<file path="config.mk">
export PLATFORM = sky130hd
export DESIGN_NAME = tet_top
export DESIGN_NICKNAME = d
export VERILOG_FILES = /design/src/tet_pkg.sv /design/src/tet_top.sv /design/src/tet_sync.sv /design/src/tet_crit_chan.sv
export SDC_FILE = /design/constraint.sdc
export NUM_CORES = 1
export LEC_CHECK = 0
export BUFFER_PORTS_ARGS = -buffer_cell sky130_fd_sc_hd__buf_2
export CAP_MARGIN = 20
export CORE_MARGIN = 3
export CORE_UTILIZATION = 38
export CTS_CLUSTER_SIZE = 16
export DETAILED_ROUTE_END_ITERATION = 8
export PLACE_DENSITY_LB_ADDON = 0.2
export SYNTH_ARGS = -nofsm -noshare
export SYNTH_HDL_FRONTEND = slang
export SYNTH_SLANG_ARGS = --single-unit
</file>
<file path="constraint.sdc">
create_clock -name hclk -period 2.6 [get_ports hclk]
set_input_delay 0.52 -clock hclk [delete_from_list [all_inputs] [get_ports hclk]]
set_output_delay 0.52 -clock hclk [all_outputs]
set_load 0.02 [all_outputs]
</file>
<file path="src/tet_pkg.sv">
// Purpose: Shared constants for the thermal event timer block.
// Assumes: 25 MHz hclk; registers are one aligned 32-bit word each at four times their index.
// Notes:   Register indices are 8 bits; data is 8 bits in the low byte of each word.
package tet_pkg;

    // ------------------------------------------------------------------
    // Timing
    // ------------------------------------------------------------------
    localparam int unsigned CLK_PERIOD_NS  = 40;
    localparam int unsigned UNIT_TIME_US   = 22760;
    localparam int unsigned UNIT_CYCLES    = (UNIT_TIME_US * 1000) / CLK_PERIOD_NS;
    localparam int unsigned SYNC_STAGES    = 2;

    // ------------------------------------------------------------------
    // Register indices (byte address is four times the index)
    // ------------------------------------------------------------------
    localparam logic [7:0] IDX_STATUS_TWO      = 8'h42;
    localparam logic [7:0] IDX_REMOTE1_CFG     = 8'h5F;
    localparam logic [7:0] IDX_LOCAL_CFG       = 8'h60;
    localparam logic [7:0] IDX_REMOTE2_CFG     = 8'h61;
    localparam logic [7:0] IDX_REMOTE1_CRIT    = 8'h6A;
    localparam logic [7:0] IDX_LOCAL_CRIT      = 8'h6B;
    localparam logic [7:0] IDX_REMOTE2_CRIT    = 8'h6C;
    localparam logic [7:0] IDX_MASK_TWO        = 8'h75;
    localparam logic [7:0] IDX_CONFIG_THREE    = 8'h78;
    localparam logic [7:0] IDX_ASSERT_COUNTER  = 8'h79;
    localparam logic [7:0] IDX_ASSERT_LIMIT    = 8'h7A;

    // ------------------------------------------------------------------
    // Field positions
    // ------------------------------------------------------------------
    localparam int unsigned CFG3_ALERT_BIT     = 0;
    localparam int unsigned CFG3_ENABLE_BIT    = 1;
    localparam int unsigned CFG3_FULL_SPEED_OVERRIDE_BIT     = 2;
    localparam int unsigned CHAN_OUT_EN_BIT    = 3;
    localparam int unsigned STAT2_CRIT_BIT     = 1;
    localparam int unsigned STAT2_LIMIT_BIT    = 5;
    localparam int unsigned MASK2_CRIT_BIT     = 1;
    localparam int unsigned MASK2_LIMIT_BIT    = 5;

    // ------------------------------------------------------------------
    // Reset values and fixed codes
    // ------------------------------------------------------------------
    localparam logic [7:0] CRIT_LIMIT_RESET    = 8'h64;
    localparam logic [7:0] CHAN_CFG_RESET      = 8'h00;
    localparam logic [7:0] MASK_TWO_RESET      = 8'h00;
    localparam logic [7:0] CONFIG_THREE_RESET  = 8'h00;
    localparam logic [7:0] ASSERT_LIMIT_RESET  = 8'h00;
    localparam logic [7:0] SCALE_START_UNITS   = 8'h02;
    localparam logic [7:0] COUNTER_FULL        = 8'hFF;
    localparam int unsigned CHANNELS           = 3;
    localparam int unsigned TEMP_WIDTH         = 10;

    typedef enum logic {
        TET_BUS_IDLE,
        TET_BUS_ACCESS
    } tet_bus_type;

endpackage

</file>
<file path="src/tet_top.sv">
// Purpose: Over-temperature pin timer, limit alert, fan override and critical pin drive.
// Assumes: AHB-Lite slave with one wait state per transfer; temperatures and fan state
//          come from logic on hclk; the pin itself is asynchronous.
// Notes:   Registers are 8 bits wide in the low byte of each word.
// Notes on behaviour
// - Timer runs only while pin asserted.
// - Timer accumulates across separate assertions.
// - Reading timer returns value then clears it.
// - Timer saturates at full scale until read.
// - Eight-bit timer; bit 0 set on first assertion.
// - Past two units, counts in unit steps.
// - Read during assertion restarts with bit 0 set.
// - Eight-bit assertion time limit register.
// - Timer above limit sets flag, raises alert.
// - Mask bit 5 blocks alert, not flag.
// - Limit zero alerts on first assertion.
// - Limit one alerts after two units.
// - Config three bit 1 enables pin monitoring.
// - Config three bit 2 forces full fan duty while pin asserted.
// - Drive pin low above critical limit.
// - Output condition re-evaluated once per cycle.
// - One critical limit register per channel.
// - Channel config bit 3 enables pin output.
// - Flags sticky until gone and status read.
// - Alert disabled until configured as alert.
// - Override only touches fans already running.
//
// The AHB-Lite register port was decided locally.
module tet_top #(
    parameter int unsigned UNIT_CYCLES = tet_pkg::UNIT_CYCLES,
    parameter int unsigned FANS        = 4,
    parameter int unsigned TW          = tet_pkg::TEMP_WIDTH
) (
    // Clock and reset
    input  wire logic          hclk,
    input  wire logic          hresetn,
    // AHB-Lite slave
    input  wire logic          hsel,
    input  wire logic [31:0]   haddr,
    input  wire logic [1:0]    htrans,
    input  wire logic          hwrite,
    input  wire logic [2:0]    hsize,
    input  wire logic [31:0]   hwdata,
    input  wire logic          hready,
    output logic               hreadyout,
    output logic [31:0]        hrdata,
    output logic               hresp,
    // Over-temperature pin, open drain
    input  wire logic          overtemp_pin_i,
    output logic               overtemp_pin_o,
    output logic               overtemp_pin_oe,
    // Measurement side
    input  wire logic          monitor_tick,
    input  wire logic [TW-1:0] temp_remote1,
    input  wire logic [TW-1:0] temp_local,
    input  wire logic [TW-1:0] temp_remote2,
    input  wire logic [FANS-1:0] fan_running,
    // Fan and alert
    output logic [FANS-1:0]    full_speed_override,
    output logic               alert_n
);
    import tet_pkg::*;

    localparam int unsigned PW = (UNIT_CYCLES > 1) ? $clog2(UNIT_CYCLES) : 1;
    localparam logic [PW-1:0] UNIT_LAST = PW'(UNIT_CYCLES - 1);

    // ------------------------------------------------------------------
    // Declarations
    // ------------------------------------------------------------------
    tet_bus_type   bus_state;
    logic [7:0]    acc_index;
    logic          acc_write;
    logic          bus_accept;
    logic          acc_read;
    logic          acc_wr;
    logic [7:0]    wr_byte;
    logic [7:0]    next_rdata;

    logic [7:0]    chan_cfg [CHANNELS];
    logic [7:0]    crit_limit [CHANNELS];
    logic [7:0]    mask_two;
    logic [7:0]    config_three;
    logic [7:0]    assertion_time_limit;

    logic          pin_sync;
    logic          pin_asserted;
    logic [PW-1:0] prescaler;
    logic          unit_tick;
    logic [7:0]    elapsed_units;
    logic          seen_assert;
    logic [7:0]    assertion_time_counter;
    logic          counter_read;

    logic          limit_exceeded_flag;
    logic          critical_overtemp_flag;
    logic          limit_cond;
    logic          crit_cond;
    logic          status_read;
    logic [CHANNELS-1:0] chan_tripped;
    logic [TW-1:0] chan_temp [CHANNELS];

    assign chan_temp[0] = temp_remote1;
    assign chan_temp[1] = temp_local;
    assign chan_temp[2] = temp_remote2;

    // ------------------------------------------------------------------
    // Bus slave
    // ------------------------------------------------------------------
    // Every transfer gets one wait state so reads see the result of any
    // write just before them and read side effects happen exactly once.
    assign bus_accept = hsel && htrans[1] && hready && (bus_state == TET_BUS_IDLE);
    assign acc_read   = (bus_state == TET_BUS_ACCESS) && !acc_write;
    assign acc_wr     = (bus_state == TET_BUS_ACCESS) && acc_write;
    assign wr_byte    = hwdata[7:0];

    always_ff @(posedge hclk or negedge hresetn) begin
        if (!hresetn) begin
            bus_state <= TET_BUS_IDLE;
            acc_index <= 8'h00;
            acc_write <= 1'b0;
            hreadyout <= 1'b1;
        end else begin
            case (bus_state)
                TET_BUS_IDLE: begin
                    if (bus_accept) begin
                        bus_state <= TET_BUS_ACCESS;
                        acc_index <= haddr[9:2];
                        acc_write <= hwrite;
                        hreadyout <= 1'b0;
                    end
                end
                TET_BUS_ACCESS: begin
                    bus_state <= TET_BUS_IDLE;
                    hreadyout <= 1'b1;
                end
                default: begin
                    bus_state <= TET_BUS_IDLE;
                    hreadyout <= 1'b1;
                end
            endcase
        end
    end

    always_comb begin
        next_rdata = 8'h00;
        case (acc_index)
            IDX_STATUS_TWO: begin
                next_rdata[STAT2_LIMIT_BIT] = limit_exceeded_flag;
                next_rdata[STAT2_CRIT_BIT]  = critical_overtemp_flag;
            end
            IDX_REMOTE1_CFG:    next_rdata = chan_cfg[0];
            IDX_LOCAL_CFG:      next_rdata = chan_cfg[1];
            IDX_REMOTE2_CFG:    next_rdata = chan_cfg[2];
            IDX_REMOTE1_CRIT:   next_rdata = crit_limit[0];
            IDX_LOCAL_CRIT:     next_rdata = crit_limit[1];
            IDX_REMOTE2_CRIT:   next_rdata = crit_limit[2];
            IDX_MASK_TWO:       next_rdata = mask_two;
            IDX_CONFIG_THREE:   next_rdata = config_three;
            IDX_ASSERT_COUNTER: next_rdata = assertion_time_counter;
            IDX_ASSERT_LIMIT:   next_rdata = assertion_time_limit;
            default:            next_rdata = 8'h00;
        endcase
    end

    always_ff @(posedge hclk or negedge hresetn) begin
        if (!hresetn) begin
            hrdata <= 32'h0000_0000;
        end else if (acc_read) begin
            hrdata <= {24'h00_0000, next_rdata};
        end
    end

    always_ff @(posedge hclk or negedge hresetn) begin
        if (!hresetn) begin
            hresp <= 1'b0;
        end else begin
            hresp <= 1'b0;
        end
    end

    // ------------------------------------------------------------------
    // Writable registers
    // ------------------------------------------------------------------
    always_ff @(posedge hclk or negedge hresetn) begin
        if (!hresetn) begin
            for (int i = 0; i < CHANNELS; i++) begin
                chan_cfg[i]   <= CHAN_CFG_RESET;
                crit_limit[i] <= CRIT_LIMIT_RESET;
            end
        end else if (acc_wr) begin
            case (acc_index)
                IDX_REMOTE1_CFG:  chan_cfg[0]   <= wr_byte;
                IDX_LOCAL_CFG:    chan_cfg[1]   <= wr_byte;
                IDX_REMOTE2_CFG:  chan_cfg[2]   <= wr_byte;
                IDX_REMOTE1_CRIT: crit_limit[0] <= wr_byte;
                IDX_LOCAL_CRIT:   crit_limit[1] <= wr_byte;
                IDX_REMOTE2_CRIT: crit_limit[2] <= wr_byte;
                default: begin
                end
            endcase
        end
    end

    always_ff @(posedge hclk or negedge hresetn) begin
        if (!hresetn) begin
            mask_two             <= MASK_TWO_RESET;
            config_three         <= CONFIG_THREE_RESET;
            assertion_time_limit <= ASSERT_LIMIT_RESET;
        end else if (acc_wr) begin
            case (acc_index)
                IDX_MASK_TWO:     mask_two             <= wr_byte;
                IDX_CONFIG_THREE: config_three         <= wr_byte;
                IDX_ASSERT_LIMIT: assertion_time_limit <= wr_byte;
                default: begin
                end
            endcase
        end
    end

    // ------------------------------------------------------------------
    // Pin input and assertion timer
    // ------------------------------------------------------------------
    tet_sync #(
        .STAGES    (SYNC_STAGES),
        .RESET_VAL (1'b1)
    ) u_pin_sync (
        .hclk     (hclk),
        .hresetn  (hresetn),
        .async_in (overtemp_pin_i),
        .sync_out (pin_sync)
    );

    // Our own drive also pulls the pin low; that is counted like any other
    // assertion, as the wired pin cannot tell the two apart.
    assign pin_asserted = !pin_sync && config_three[CFG3_ENABLE_BIT];
    assign counter_read = acc_read && (acc_index == IDX_ASSERT_COUNTER);
    assign unit_tick    = pin_asserted && (prescaler == UNIT_LAST);

    // The prescaler keeps its partial count between assertions so short
    // assertions still add up to whole units.
    always_ff @(posedge hclk or negedge hresetn) begin
        if (!hresetn) begin
            prescaler <= '0;
        end else if (counter_read) begin
            prescaler <= '0;
        end else if (pin_asserted) begin
            prescaler <= unit_tick ? '0 : prescaler + 1'b1;
        end
    end

    always_ff @(posedge hclk or negedge hresetn) begin
        if (!hresetn) begin
            elapsed_units <= 8'h00;
        end else if (counter_read) begin
            elapsed_units <= 8'h00;
        end else if (unit_tick && (elapsed_units != COUNTER_FULL)) begin
            elapsed_units <= elapsed_units + 8'h01;
        end
    end

    always_ff @(posedge hclk or negedge hresetn) begin
        if (!hresetn) begin
            seen_assert <= 1'b0;
        end else if (counter_read) begin
            seen_assert <= pin_asserted;
        end else if (pin_asserted) begin
            seen_assert <= 1'b1;
        end
    end

    // Below two units only the first-assertion marker shows in bit 0.
    always_comb begin
        if (elapsed_units >= SCALE_START_UNITS) begin
            assertion_time_counter = elapsed_units;
        end else begin
            assertion_time_counter = {7'h00, seen_assert};
        end
    end

    // ------------------------------------------------------------------
    // Critical output drive
    // ------------------------------------------------------------------
    for (genvar c = 0; c < CHANNELS; c++) begin : g_chan
        tet_crit_chan #(
            .TW (TW)
        ) u_chan (
            .hclk         (hclk),
            .hresetn      (hresetn),
            .monitor_tick (monitor_tick),
            .chan_enable  (chan_cfg[c][CHAN_OUT_EN_BIT]),
            .crit_limit   (crit_limit[c]),
            .temperature  (chan_temp[c]),
            .tripped      (chan_tripped[c])
        );
    end

    always_ff @(posedge hclk or negedge hresetn) begin
        if (!hresetn) begin
            overtemp_pin_o  <= 1'b0;
            overtemp_pin_oe <= 1'b0;
        end else begin
            overtemp_pin_o  <= 1'b0;
            overtemp_pin_oe <= config_three[CFG3_ENABLE_BIT] && (|chan_tripped);
        end
    end

    // ------------------------------------------------------------------
    // Status flags and alert
    // ------------------------------------------------------------------
    assign limit_cond  = pin_asserted || seen_assert
                         ? (assertion_time_counter > assertion_time_limit) : 1'b0;
    assign crit_cond   = overtemp_pin_oe;
    assign status_read = acc_read && (acc_index == IDX_STATUS_TWO);

    // A set in the same cycle as a read-clear wins, so no event is lost.
    always_ff @(posedge hclk or negedge hresetn) begin
        if (!hresetn) begin
            limit_exceeded_flag <= 1'b0;
        end else if (limit_cond) begin
            limit_exceeded_flag <= 1'b1;
        end else if (status_read) begin
            limit_exceeded_flag <= 1'b0;
        end
    end

    always_ff @(posedge hclk or negedge hresetn) begin
        if (!hresetn) begin
            critical_overtemp_flag <= 1'b0;
        end else if (crit_cond) begin
            critical_overtemp_flag <= 1'b1;
        end else if (status_read) begin
            critical_overtemp_flag <= 1'b0;
        end
    end

    always_ff @(posedge hclk or negedge hresetn) begin
        if (!hresetn) begin
            alert_n <= 1'b1;
        end else begin
            alert_n <= !(config_three[CFG3_ALERT_BIT] &&
                        ((limit_exceeded_flag && !mask_two[MASK2_LIMIT_BIT]) ||
                         (critical_overtemp_flag && !mask_two[MASK2_CRIT_BIT])));
        end
    end

    // ------------------------------------------------------------------
    // Fan full speed override
    // ------------------------------------------------------------------
    always_ff @(posedge hclk or negedge hresetn) begin
        if (!hresetn) begin
            full_speed_override <= '0;
        end else if (config_three[CFG3_FULL_SPEED_OVERRIDE_BIT] && pin_asserted) begin
            full_speed_override <= fan_running;
        end else begin
            full_speed_override <= '0;
        end
    end

endmodule

</file>
<file path="src/tet_sync.sv">
// Purpose: Multi-stage synchroniser for levels entering the hclk domain.
// Assumes: Input is a slow level; no pulse shorter than a few clocks matters.
// Notes:   Only the last stage may be read by other logic.
module tet_sync #(
    parameter int unsigned STAGES    = tet_pkg::SYNC_STAGES,
    parameter logic        RESET_VAL = 1'b1
) (
    // Clock and reset
    input  wire logic hclk,
    input  wire logic hresetn,
    // Level
    input  wire logic async_in,
    output wire logic sync_out
);
    import tet_pkg::*;

    logic [STAGES-1:0] chain;

    always_ff @(posedge hclk or negedge hresetn) begin
        if (!hresetn) begin
            chain <= {STAGES{RESET_VAL}};
        end else begin
            chain <= {chain[STAGES-2:0], async_in};
        end
    end

    assign sync_out = chain[STAGES-1];

endmodule

</file>
<file path="src/tet_crit_chan.sv">
// Purpose: Critical over-temperature compare for one temperature channel.
// Assumes: Temperature has two fraction bits (0.25 C per step), limit is whole degrees.
// Notes:   The result only moves on a monitoring-cycle tick.
module tet_crit_chan #(
    parameter int unsigned TW = tet_pkg::TEMP_WIDTH
) (
    // Clock and reset
    input  wire logic          hclk,
    input  wire logic          hresetn,
    // Control
    input  wire logic          monitor_tick,
    input  wire logic          chan_enable,
    input  wire logic [7:0]    crit_limit,
    input  wire logic [TW-1:0] temperature,
    // Result
    output logic               tripped
);
    import tet_pkg::*;

    logic [TW-1:0] limit_scaled;

    // One quarter degree above the limit trips; at or below the limit releases.
    assign limit_scaled = TW'({crit_limit, 2'b00});

    always_ff @(posedge hclk or negedge hresetn) begin
        if (!hresetn) begin
            tripped <= 1'b0;
        end else if (monitor_tick) begin
            tripped <= chan_enable && (temperature > limit_scaled);
        end
    end

endmodule

</file>
==> After elaboration in Yosys (flattened, before gate mapping) <==
Index checks and enable logic that the tools add are counted.
W data, S select, Z words.
{ "word_totals": {"regBits": 133, "in_bits": 110, "out_inout_bits": 41, "word_cells": 110} }
{ "op_classes": {"n_addsub": 2, "n_lt_le_gt_ge": 5, "eq_ne": 14, "mux": 22, "n_bitwise": 1, "reduce_logical": 40} }
{ "op_table": {"columns": ["op", "count"], "rows": [
  ["$eq A8 B7 Y1 const B", 11],
  ["$mux W20", 3],
  ["$gt A10 B10 Y1", 3],
  ["$pmux W3 S10", 1],
  ["$mux W8", 3],
  ["$pmux W1 S11", 2],
  ["$add A20 B1 Y20 const B", 1],
  ["$eq A20 B20 Y1 const B", 1],
  ["$pmux W2 S10", 1],
  ["$reduce_and A2 Y1", 10],
  ["$logic_and A1 B1 Y1", 18],
  ["$pmux W1 S10", 1],
  ["$add A8 B1 Y8 const B", 1],
  ["$ge A8 B2 Y1 const B", 1],
  ["$gt A8 B8 Y1", 1],
  ["$mux W1", 8],
  ["$ne A8 B8 Y1 const B", 1],
  ["$reduce_bool A2 Y1", 4],
  ["$logic_not A1 Y1", 5],
  ["$mux W4", 1],
  ["$pmux W1 S2", 2],
  ["$reduce_or A3 Y1", 1],
  ["$logic_or A1 B1 Y1", 2],
  ["$ne A2 B2 Y1 const B", 1],
  ["$not A1 Y1", 1]
]} }

==> Depth between registers and ports, before layout <==
Gate-level depths: netlist of the first run.
{ "depth": {"ltp_word": 6, "ltp_mapped": 12, "mapped_depth_nobuf": 12} }

==> By module <==
A second synthesis of the first run with hierarchy kept.
{ "hier_totals": {"cells_unflattened": 734, "area_unflattened_um2": 7589.8} }
{ "by_module_without_submodules": {"columns": ["mod", "n_inst", "cells_each", "area_each_um2"], "rows": [
  ["tet_top", 1, 639, 6831.6],
  ["tet_crit_chan", 3, 31, 235.2],
  ["tet_sync", 1, 2, 52.6]
]} }

==> Least setup slack after synthesis of the first run <==
OpenSTA, ideal clock, no wires.
{ "synth_path": {"path_kind": "register to register", "start": "register prescaler[0]", "end": "register elapsed_units[4]", "setup_ns": 0.132, "arrival_time_ns": 2.093, "path_slack_ns": 0.375, "path_stages_with_launch": 8, "n_path_buf": 0, "period_less_slack_ns": 2.225, "path_cell_list": "dfrtp_1 > ha_1 > nand4_1 > or4_4 > nor4_1 > nand4_1 > xor2_1 > nor2_1"} }
{ "synth_between": {"elab_chain_len": 4} }
{ "synth_lines": {"columns": ["item", "line_no", "text"], "rows": [
  ["from (decl)", "tet_top.sv:87", "logic [PW-1:0] prescaler;"],
  ["from (signal assigned)", "tet_top.sv:247", "prescaler <= unit_tick ? '0 : prescaler + 1'b1;"],
  ["$eq A20 B20 Y1", "tet_top.sv:237", "assign unit_tick = pin_asserted && (prescaler == UNIT_LAST);"],
  ["$logic_and A1 B1 Y1", "tet_top.sv:237", null],
  ["$logic_and A1 B1 Y1", "tet_top.sv:256", "end else if (unit_tick && (elapsed_units != COUNTER_FULL)) begin"],
  ["$reduce_bool A2 Y1 (no line)", null, null],
  ["to (signal assigned)", "tet_top.sv:257", "elapsed_units <= elapsed_units + 8'h01;"],
  ["to (decl)", "tet_top.sv:89", "logic [7:0] elapsed_units;"]
]} }
Every way passes these cells.
A chain may end at the register's enable or synchronous reset.

==> Final worst setup path of the first run <==
{ "layout_path": {"start": "register elapsed_units[0]", "end": "register limit_exceeded_flag"} }
{ "layout_between": {"elab_chain_len": 5, "elab_cells_between_ends": 6} }
{ "layout_lines": {"columns": ["item", "line_no", "text"], "rows": [
  ["$ge A8 B2 Y1", "tet_top.sv:273", "if (elapsed_units >= SCALE_START_UNITS) begin"],
  ["$mux W8 *", "tet_top.sv:273", null],
  ["$gt A8 B8 Y1 *", "tet_top.sv:311", "? (assertion_time_counter > assertion_time_limit) : 1'b0;"],
  ["$mux W1 *", "tet_top.sv:311", null],
  ["$mux W1 / $reduce_bool A2 Y1 (equally long branches)", null, null],
  ["to (signal assigned)", "tet_top.sv:318", "limit_exceeded_flag <= 1'b0;"],
  ["to (signal assigned)", "tet_top.sv:320", "limit_exceeded_flag <= 1'b1;"],
  ["to (signal assigned)", "tet_top.sv:322", "limit_exceeded_flag <= 1'b0;"],
  ["to (decl)", "tet_top.sv:94", "logic limit_exceeded_flag;"]
]} }
Mark *: on every way between the ends. The rest lies on a longest branch, timed or not.

==> results of run 1 <==
## worst min path at each step
stage | from | end | slack (ns)
final | hresetn | prescaler[14] | 0.10
after global routing | hresetn | prescaler[14] | 0.13
after CTS | hresetn | prescaler[14] | 0.11
after detailed placement | u_pin_sync.chain[0] | u_pin_sync.chain[1] | 0.35
after global placement | u_pin_sync.chain[0] | u_pin_sync.chain[1] | 0.35
after floorplan | hresetn | acc_index[0] | 0.22
## metrics by stage
stage / hold slack (ns) / utilization / cell area (sq um) / worst slack, ns / total power [mW]
final: 0.102 / 0.463 / 8690 / 0.175 / 5.29
after global routing: 0.133 / 0.463 / 8690 / -0.0522 / 5.48
after CTS: 0.108 / 0.461 / 8660 / 0.140 / 5.33
after detailed placement: 0.350 / 0.428 / 8030 / 0.178 / 2.81
after global placement: 0.350 / 0.428 / 8030 / 0.245 / 2.79
after floorplan: 0.224 / - / 7390 / 0.375 / 2.60
## worst max-delay path, delay by kind of cell (launching register included)
family,cells,cell delay (ns)
AOI/OAI and AO/OA,6,0.93
adders and majority gates,2,0.43
and+or+nand+nor,3,0.47
buffers and inverters,1,0.09
DFF,1,0.41
## metal layers
metal  track usage  up-vias  share of wire
met1         0.261     2895           0.43
met5             0        -              0
met2         0.316      222           0.47
met3        0.0579       31          0.073
met4        0.0712        0          0.023
li1              -     2716              -
## layout make-up
class                      count  area, sq um
clock buffer                  19          453
clock inverter                13          173
fill                        1770        10100
inverter                      44          165
multi-input combinational    510         3570
sequential                   133         3340
tap                          234          293
timing repair buffer         110          686
## cell families (layout without fill, tap and decap cells)
kind of cell | Yosys count | in the layout | share of synthesized area
and+or+nand+nor | 237 | 237 | 0.167
DFF | 133 | 133 | 0.458
AOI/OAI and AO/OA | 119 | 119 | 0.111
buffers and inverters | 107 | 186 | 0.0691
muxes | 71 | 71 | 0.108
adders and majority gates | 35 | 35 | 0.0600
xor gates and xnor gates | 22 | 22 | 0.0264
other | 1 | 26 | 0.000514
## power by group
group | internal, mW | switching [mW] | total, mW
registers | 2.15 | 0.0828 | 2.23
logic | 0.209 | 0.342 | 0.551
clock network | 1.57 | 0.942 | 2.51
## state kept, by name, indices dropped and copies added (netlist names), 3 cells and up
| name | count |
|---|---|
| hrdata | 8 |
| elapsed_units | 8 |
| mask_two | 8 |
| config_three | 8 |
| chan_cfg | 24 |
| assertion_time_limit | 8 |
| g_chan.u_chan.tripped | 3 |
| prescaler | 20 |
| crit_limit | 24 |
| acc_index | 8 |
| full_speed_override | 4 |
## cells in the final DEF (no fill, tap or decap), types with 14 or more instances in the layout
cell type,n
buf_2,71
nand3_1,18
inv_1,44
buf_4,36
conb_1,26
nand2_1,75
ha_1,35
nand4_1,17
clkbuf_16,17
o21ai_0,33
mux2_2,62
nor2_1,44
xor2_1,15
dfrtp_1,120
a21oi_1,14
## repair_timing
action                                  4_1_cts  5_1_grt
gates resized for setup                       0        3
endpoints found under the setup margin        0        1
endpoints found under the hold margin         0        0
setup buffers                                 0        1
==> flow_summary.yaml, run 1 <==
worst_setup_path:
  end_kind: "register"
  required_ns: 2.91
  cp-endpoint: "limit_exceeded_flag"
  critPathArrivalTime_ns: 2.74
  criticalPathCategory: "register to register"
  crit_fanout: 4
  rrSetupSlack_ns: 0.17
  startpoint: "elapsed_units[0]"
  regToRegEndpoint: "limit_exceeded_flag"
  cp_cell_sequence: "inv_1, ha_1, nor4_4, a21oi_1, a31oi_2, ha_1, nor2b_1, o21ai_0, nand2b_1, a21oi_1, o21ai_0, a22o_1"
  r2r_start: "elapsed_units[0]"
  r2r_cells: 12
  cpMaxStageDelayCell: "dfrtp_1"
  slowest_delay_ns: 0.41
  start_kind: "register"
global_route:
  grt_max_degree: 42
  grt_usage: 0.199
  grt_pass1_vias: 5865
  antenna_found_initial: 0
  grt_first_pass_wirelength_mm: 31.6
  overflow: 0
cts:
  cts_buffers: 17
  clk_latency_ns: 0.42
  cts.htree.levels: 4
  cts_tree: "yes"
  clock_path_buffers: 2
  clk_pin_slew_ns: 0.06
  cts_root_buf: "clkbuf_16"
  numClockSinks: 133
  postCtsHoldBufs: 0
route:
  vias: 5864
  drc: 0
  antenna_left: 0
  drt-total-wl_mm: 20.3
  drt_iter0_markers: 391
  dr.pass1.iters: 6
  via_per_inst: 5.52
  routedWlPerCell_um: 19.1
timing:
  hold_violations: 0
  finalSetupViolations: 0
  tightestPinTransition_ns: 0.622
  period_needed_ns: 2.43
  final.setup.tns_ns: 0
  period_share: 0.933
  finalMaxSlewViolations: 0
  maxSlewHeadroom: 0.585
  max_freq_mhz: 412
  fin_skew_ns: 0.00855
yosys:
  synth_area_sq_um: 7300
  synth.area.top_cells: "dfrtp_1 (41%), mux2_2 (9.6%), ha_1 (6.0%), dfstp_2 (4.7%), nand2_1 (3.9%)"
  synth_area_per_cell_sq_um: 10.1
  yosys_warnings: 0
  yosysMostFrequentCell: "dfrtp_1"
  ys_types: 62
  yosys.area.top_type: "dfrtp_1"
  synthArstFlopShare: 1.00
  synth_top_area_frac: 0.411
  ys_seq_area_frac: 0.458
  ys_ff_latch: 133
  synth_edf_count: 0
  synth_ff_type: "dfrtp_1"
  synth_cells: 725
  synth_common_cells: "dfrtp_1 (120), nand2_1 (75), mux2_2 (62)"
cells_and_area:
  area_growth_pct: 19.0
  drive_above_1_share: 0.279
  stdcell_count: 1063
  finalNetCount: 961
  num_antenna_cells: 0
die:
  fp.coreArea_sq_um: 18800
  die_h_um: 145
  initial_core_util: 0.389
  ios: 151
  num_rows: 50
  die-area_sq_um: 20900
  die_x_um: 145
run_status:
  status: "finished, final reports clean"
pwr:
  p_leak_nw: 4.12
  vdd_ir_drop_max_v: 0.000478
  power_density_nw_per_um2: 609
min_path:
  hold_path.class: "primary input to async pin"
placed_design:
  dp.cells: 1030
  dp_hpwl_mm: 15.4
  gp_congestion: 0.926
  portBuffers: 72
job:
  cap_violations: 0
(Power assumes the default switching activity.)
==> run 2, diff against run 1 <==
MAX_ROUTING_LAYER = met4   (was unset)
SETUP_SLACK_MARGIN = 0.2   (was unset)
==> flow_summary.yaml, run 2 (same netlist as run 1, synthesis figures left out) <==
run_status:
  status: "finished, final reports clean"
worst_setup_path:
  cpMaxStageDelayCell: "dfrtp_1"
  crit_buf_inv: 1
  criticalPathCategory: "register to register"
  critPathTopFamily: "compound AO/OA/AOI/OAI gates"
  required_ns: 2.92
  critPathArrivalTime_ns: 2.60
  end_kind: "register"
  start_kind: "register"
  crit_fanout: 3
  slowest_delay_ns: 0.39
  cp_cell_sequence: "inv_1, ha_1, nor4_4, a21oi_1, a31oi_2, ha_1, nor2b_1, o21ai_0, nand2b_1, a21oi_1, o21ai_0, a22o_1"
cts:
  cts_root_buf: "clkbuf_16"
  cts_buffers: 17
  cts_tree: "yes"
  numClockSinks: 133
  clock_path_buffers: 2
  clk_latency_ns: 0.43
  cts.htree.levels: 4
  clk_pin_slew_ns: 0.06
  postCtsHoldBufs: 0
cells_and_area:
  stdcell_count: 1065
  stdcell_area_sq_um: 8660
  final_cell_mix: "dfrtp_1 (120), nand2_1 (75), buf_2 (71)"
  num_antenna_cells: 0
  reg_top3: "chan_cfg (24), crit_limit (24), prescaler (20)"
  area_growth_pct: 18.6
  drive_above_1_share: 0.282
  fin_util: 0.461
  final_common_cell: "dfrtp_1"
  finalNetCount: 963
timing:
  hold_violations: 0
  finalSetupViolations: 0
  final.setup.tns_ns: 0
  period_share: 0.876
  timing.hold.ws_ns: 0.0595
  period_needed_ns: 2.28
  rsz0062_at_grt: "true"
  tightestPinTransition_ns: 0.537
  max_freq_mhz: 439
  maxSlewHeadroom: 0.642
  fin_skew_ns: 0.0146
  finalMaxSlewViolations: 0
die:
  num_rows: 50
  initial_core_util: 0.389
  die_h_um: 145
  ios: 151
  fp.coreArea_sq_um: 18800
  die_x_um: 145
  die-area_sq_um: 20900
route:
  vias: 5922
  routedWlPerCell_um: 19.0
  dr.pass1.iters: 5
  drc: 0
  antenna_left: 0
  drt_iter0_markers: 414
  drt-total-wl_mm: 20.3
  via_per_inst: 5.56
pwr:
  power.share.clock: 0.463
  combPwrFrac: 0.105
  intPower_mw: 3.86
  seq_power_share: 0.432
  switchingPower_mw: 1.31
  p_leak_nw: 4.10
  power_density_nw_per_um2: 597
  vdd_ir_drop_max_v: 0.000449
  p_sw_frac: 0.254
placed_design:
  gp_congestion: 0.941
  portBuffers: 72
  dpl_cell_area_sq_um: 8000
  dp.cells: 1029
  dp_hpwl_mm: 15.3
global_route:
  grt_first_pass_wirelength_mm: 31.8
  grt_usage: 0.205
  overflow: 0
  grt_pass1_vias: 5832
  grt_max_degree: 50
  antenna_found_initial: 0
job:
  cap_violations: 0
min_path:
  hold_path.class: "primary input to async pin"
## run 2: cell types whose count changed in the layout (fill, tap and decap cells not counted), sizes merged
cell	change
bufinv	-1
buf	+2
inv	-2
clkinv	-2
clkbuf	+5
## run 2: path summary, 6_finish.rpt
kind / startpoint / to / slack (ns) / depth (start not counted)
worst max-delay path: elapsed_units[0] / limit_exceeded_flag / 0.32 / 12
worst min-delay path: hresetn / prescaler[14] / 0.06 / 1
worst max register to register: elapsed_units[0] / limit_exceeded_flag / 0.32 / 12
worst min register to register: u_pin_sync.chain[0] / u_pin_sync.chain[1] / 0.35 / 0
max in group asynchronous: hresetn / alert_n / 1.73 / 2
min in group hclk: overtemp_pin_i / u_pin_sync.chain[0] / 0.20 / 1
## run 2: routing by layer
metal,share of wire,vias up,global-route usage
met5,0,-,-
met2,0.48,218,0.322
met1,0.45,2966,0.275
li1,-,2711,-
met4,0.017,0,0.0565
met3,0.058,27,0.0387
## run 2: through the flow
step | setup slack, ns | power (mW)
floorplan | 0.375 | 2.60
global placement | 0.219 | 2.79
detailed placement | 0.173 | 2.81
CTS | 0.209 | 5.21
global route | 0.123 | 5.37
finish | 0.321 | 5.17
## run 2: layout make-up
cell class | instances | area [sq um]
inverters | 44 | 165
multi-input cells | 510 | 3590
repair buffers | 112 | 676
clock inverters | 8 | 97.6
fillers | 1777 | 10100
well taps | 234 | 293
flip-flops and latches | 133 | 3340
clock buffers | 24 | 492
## run 2: what timing repair did
action | in CTS | in global routing
resized for setup | 2 | 5
endpoints found under the setup margin | 1 | 15
hold endpoints to repair | 0 | 0
pin swaps | 0 | 2
buffers inserted | 1 | 3
## run 2: power by group through the flow
stage               clock network (mW)  registers [mW]  logic (mW)
floorplan                            0            2.23       0.370
global placement                     0            2.27       0.524
detailed placement                   0            2.27       0.538
CTS                               2.43            2.24       0.543
global route                      2.53            2.25       0.598
finish                            2.39            2.24       0.542
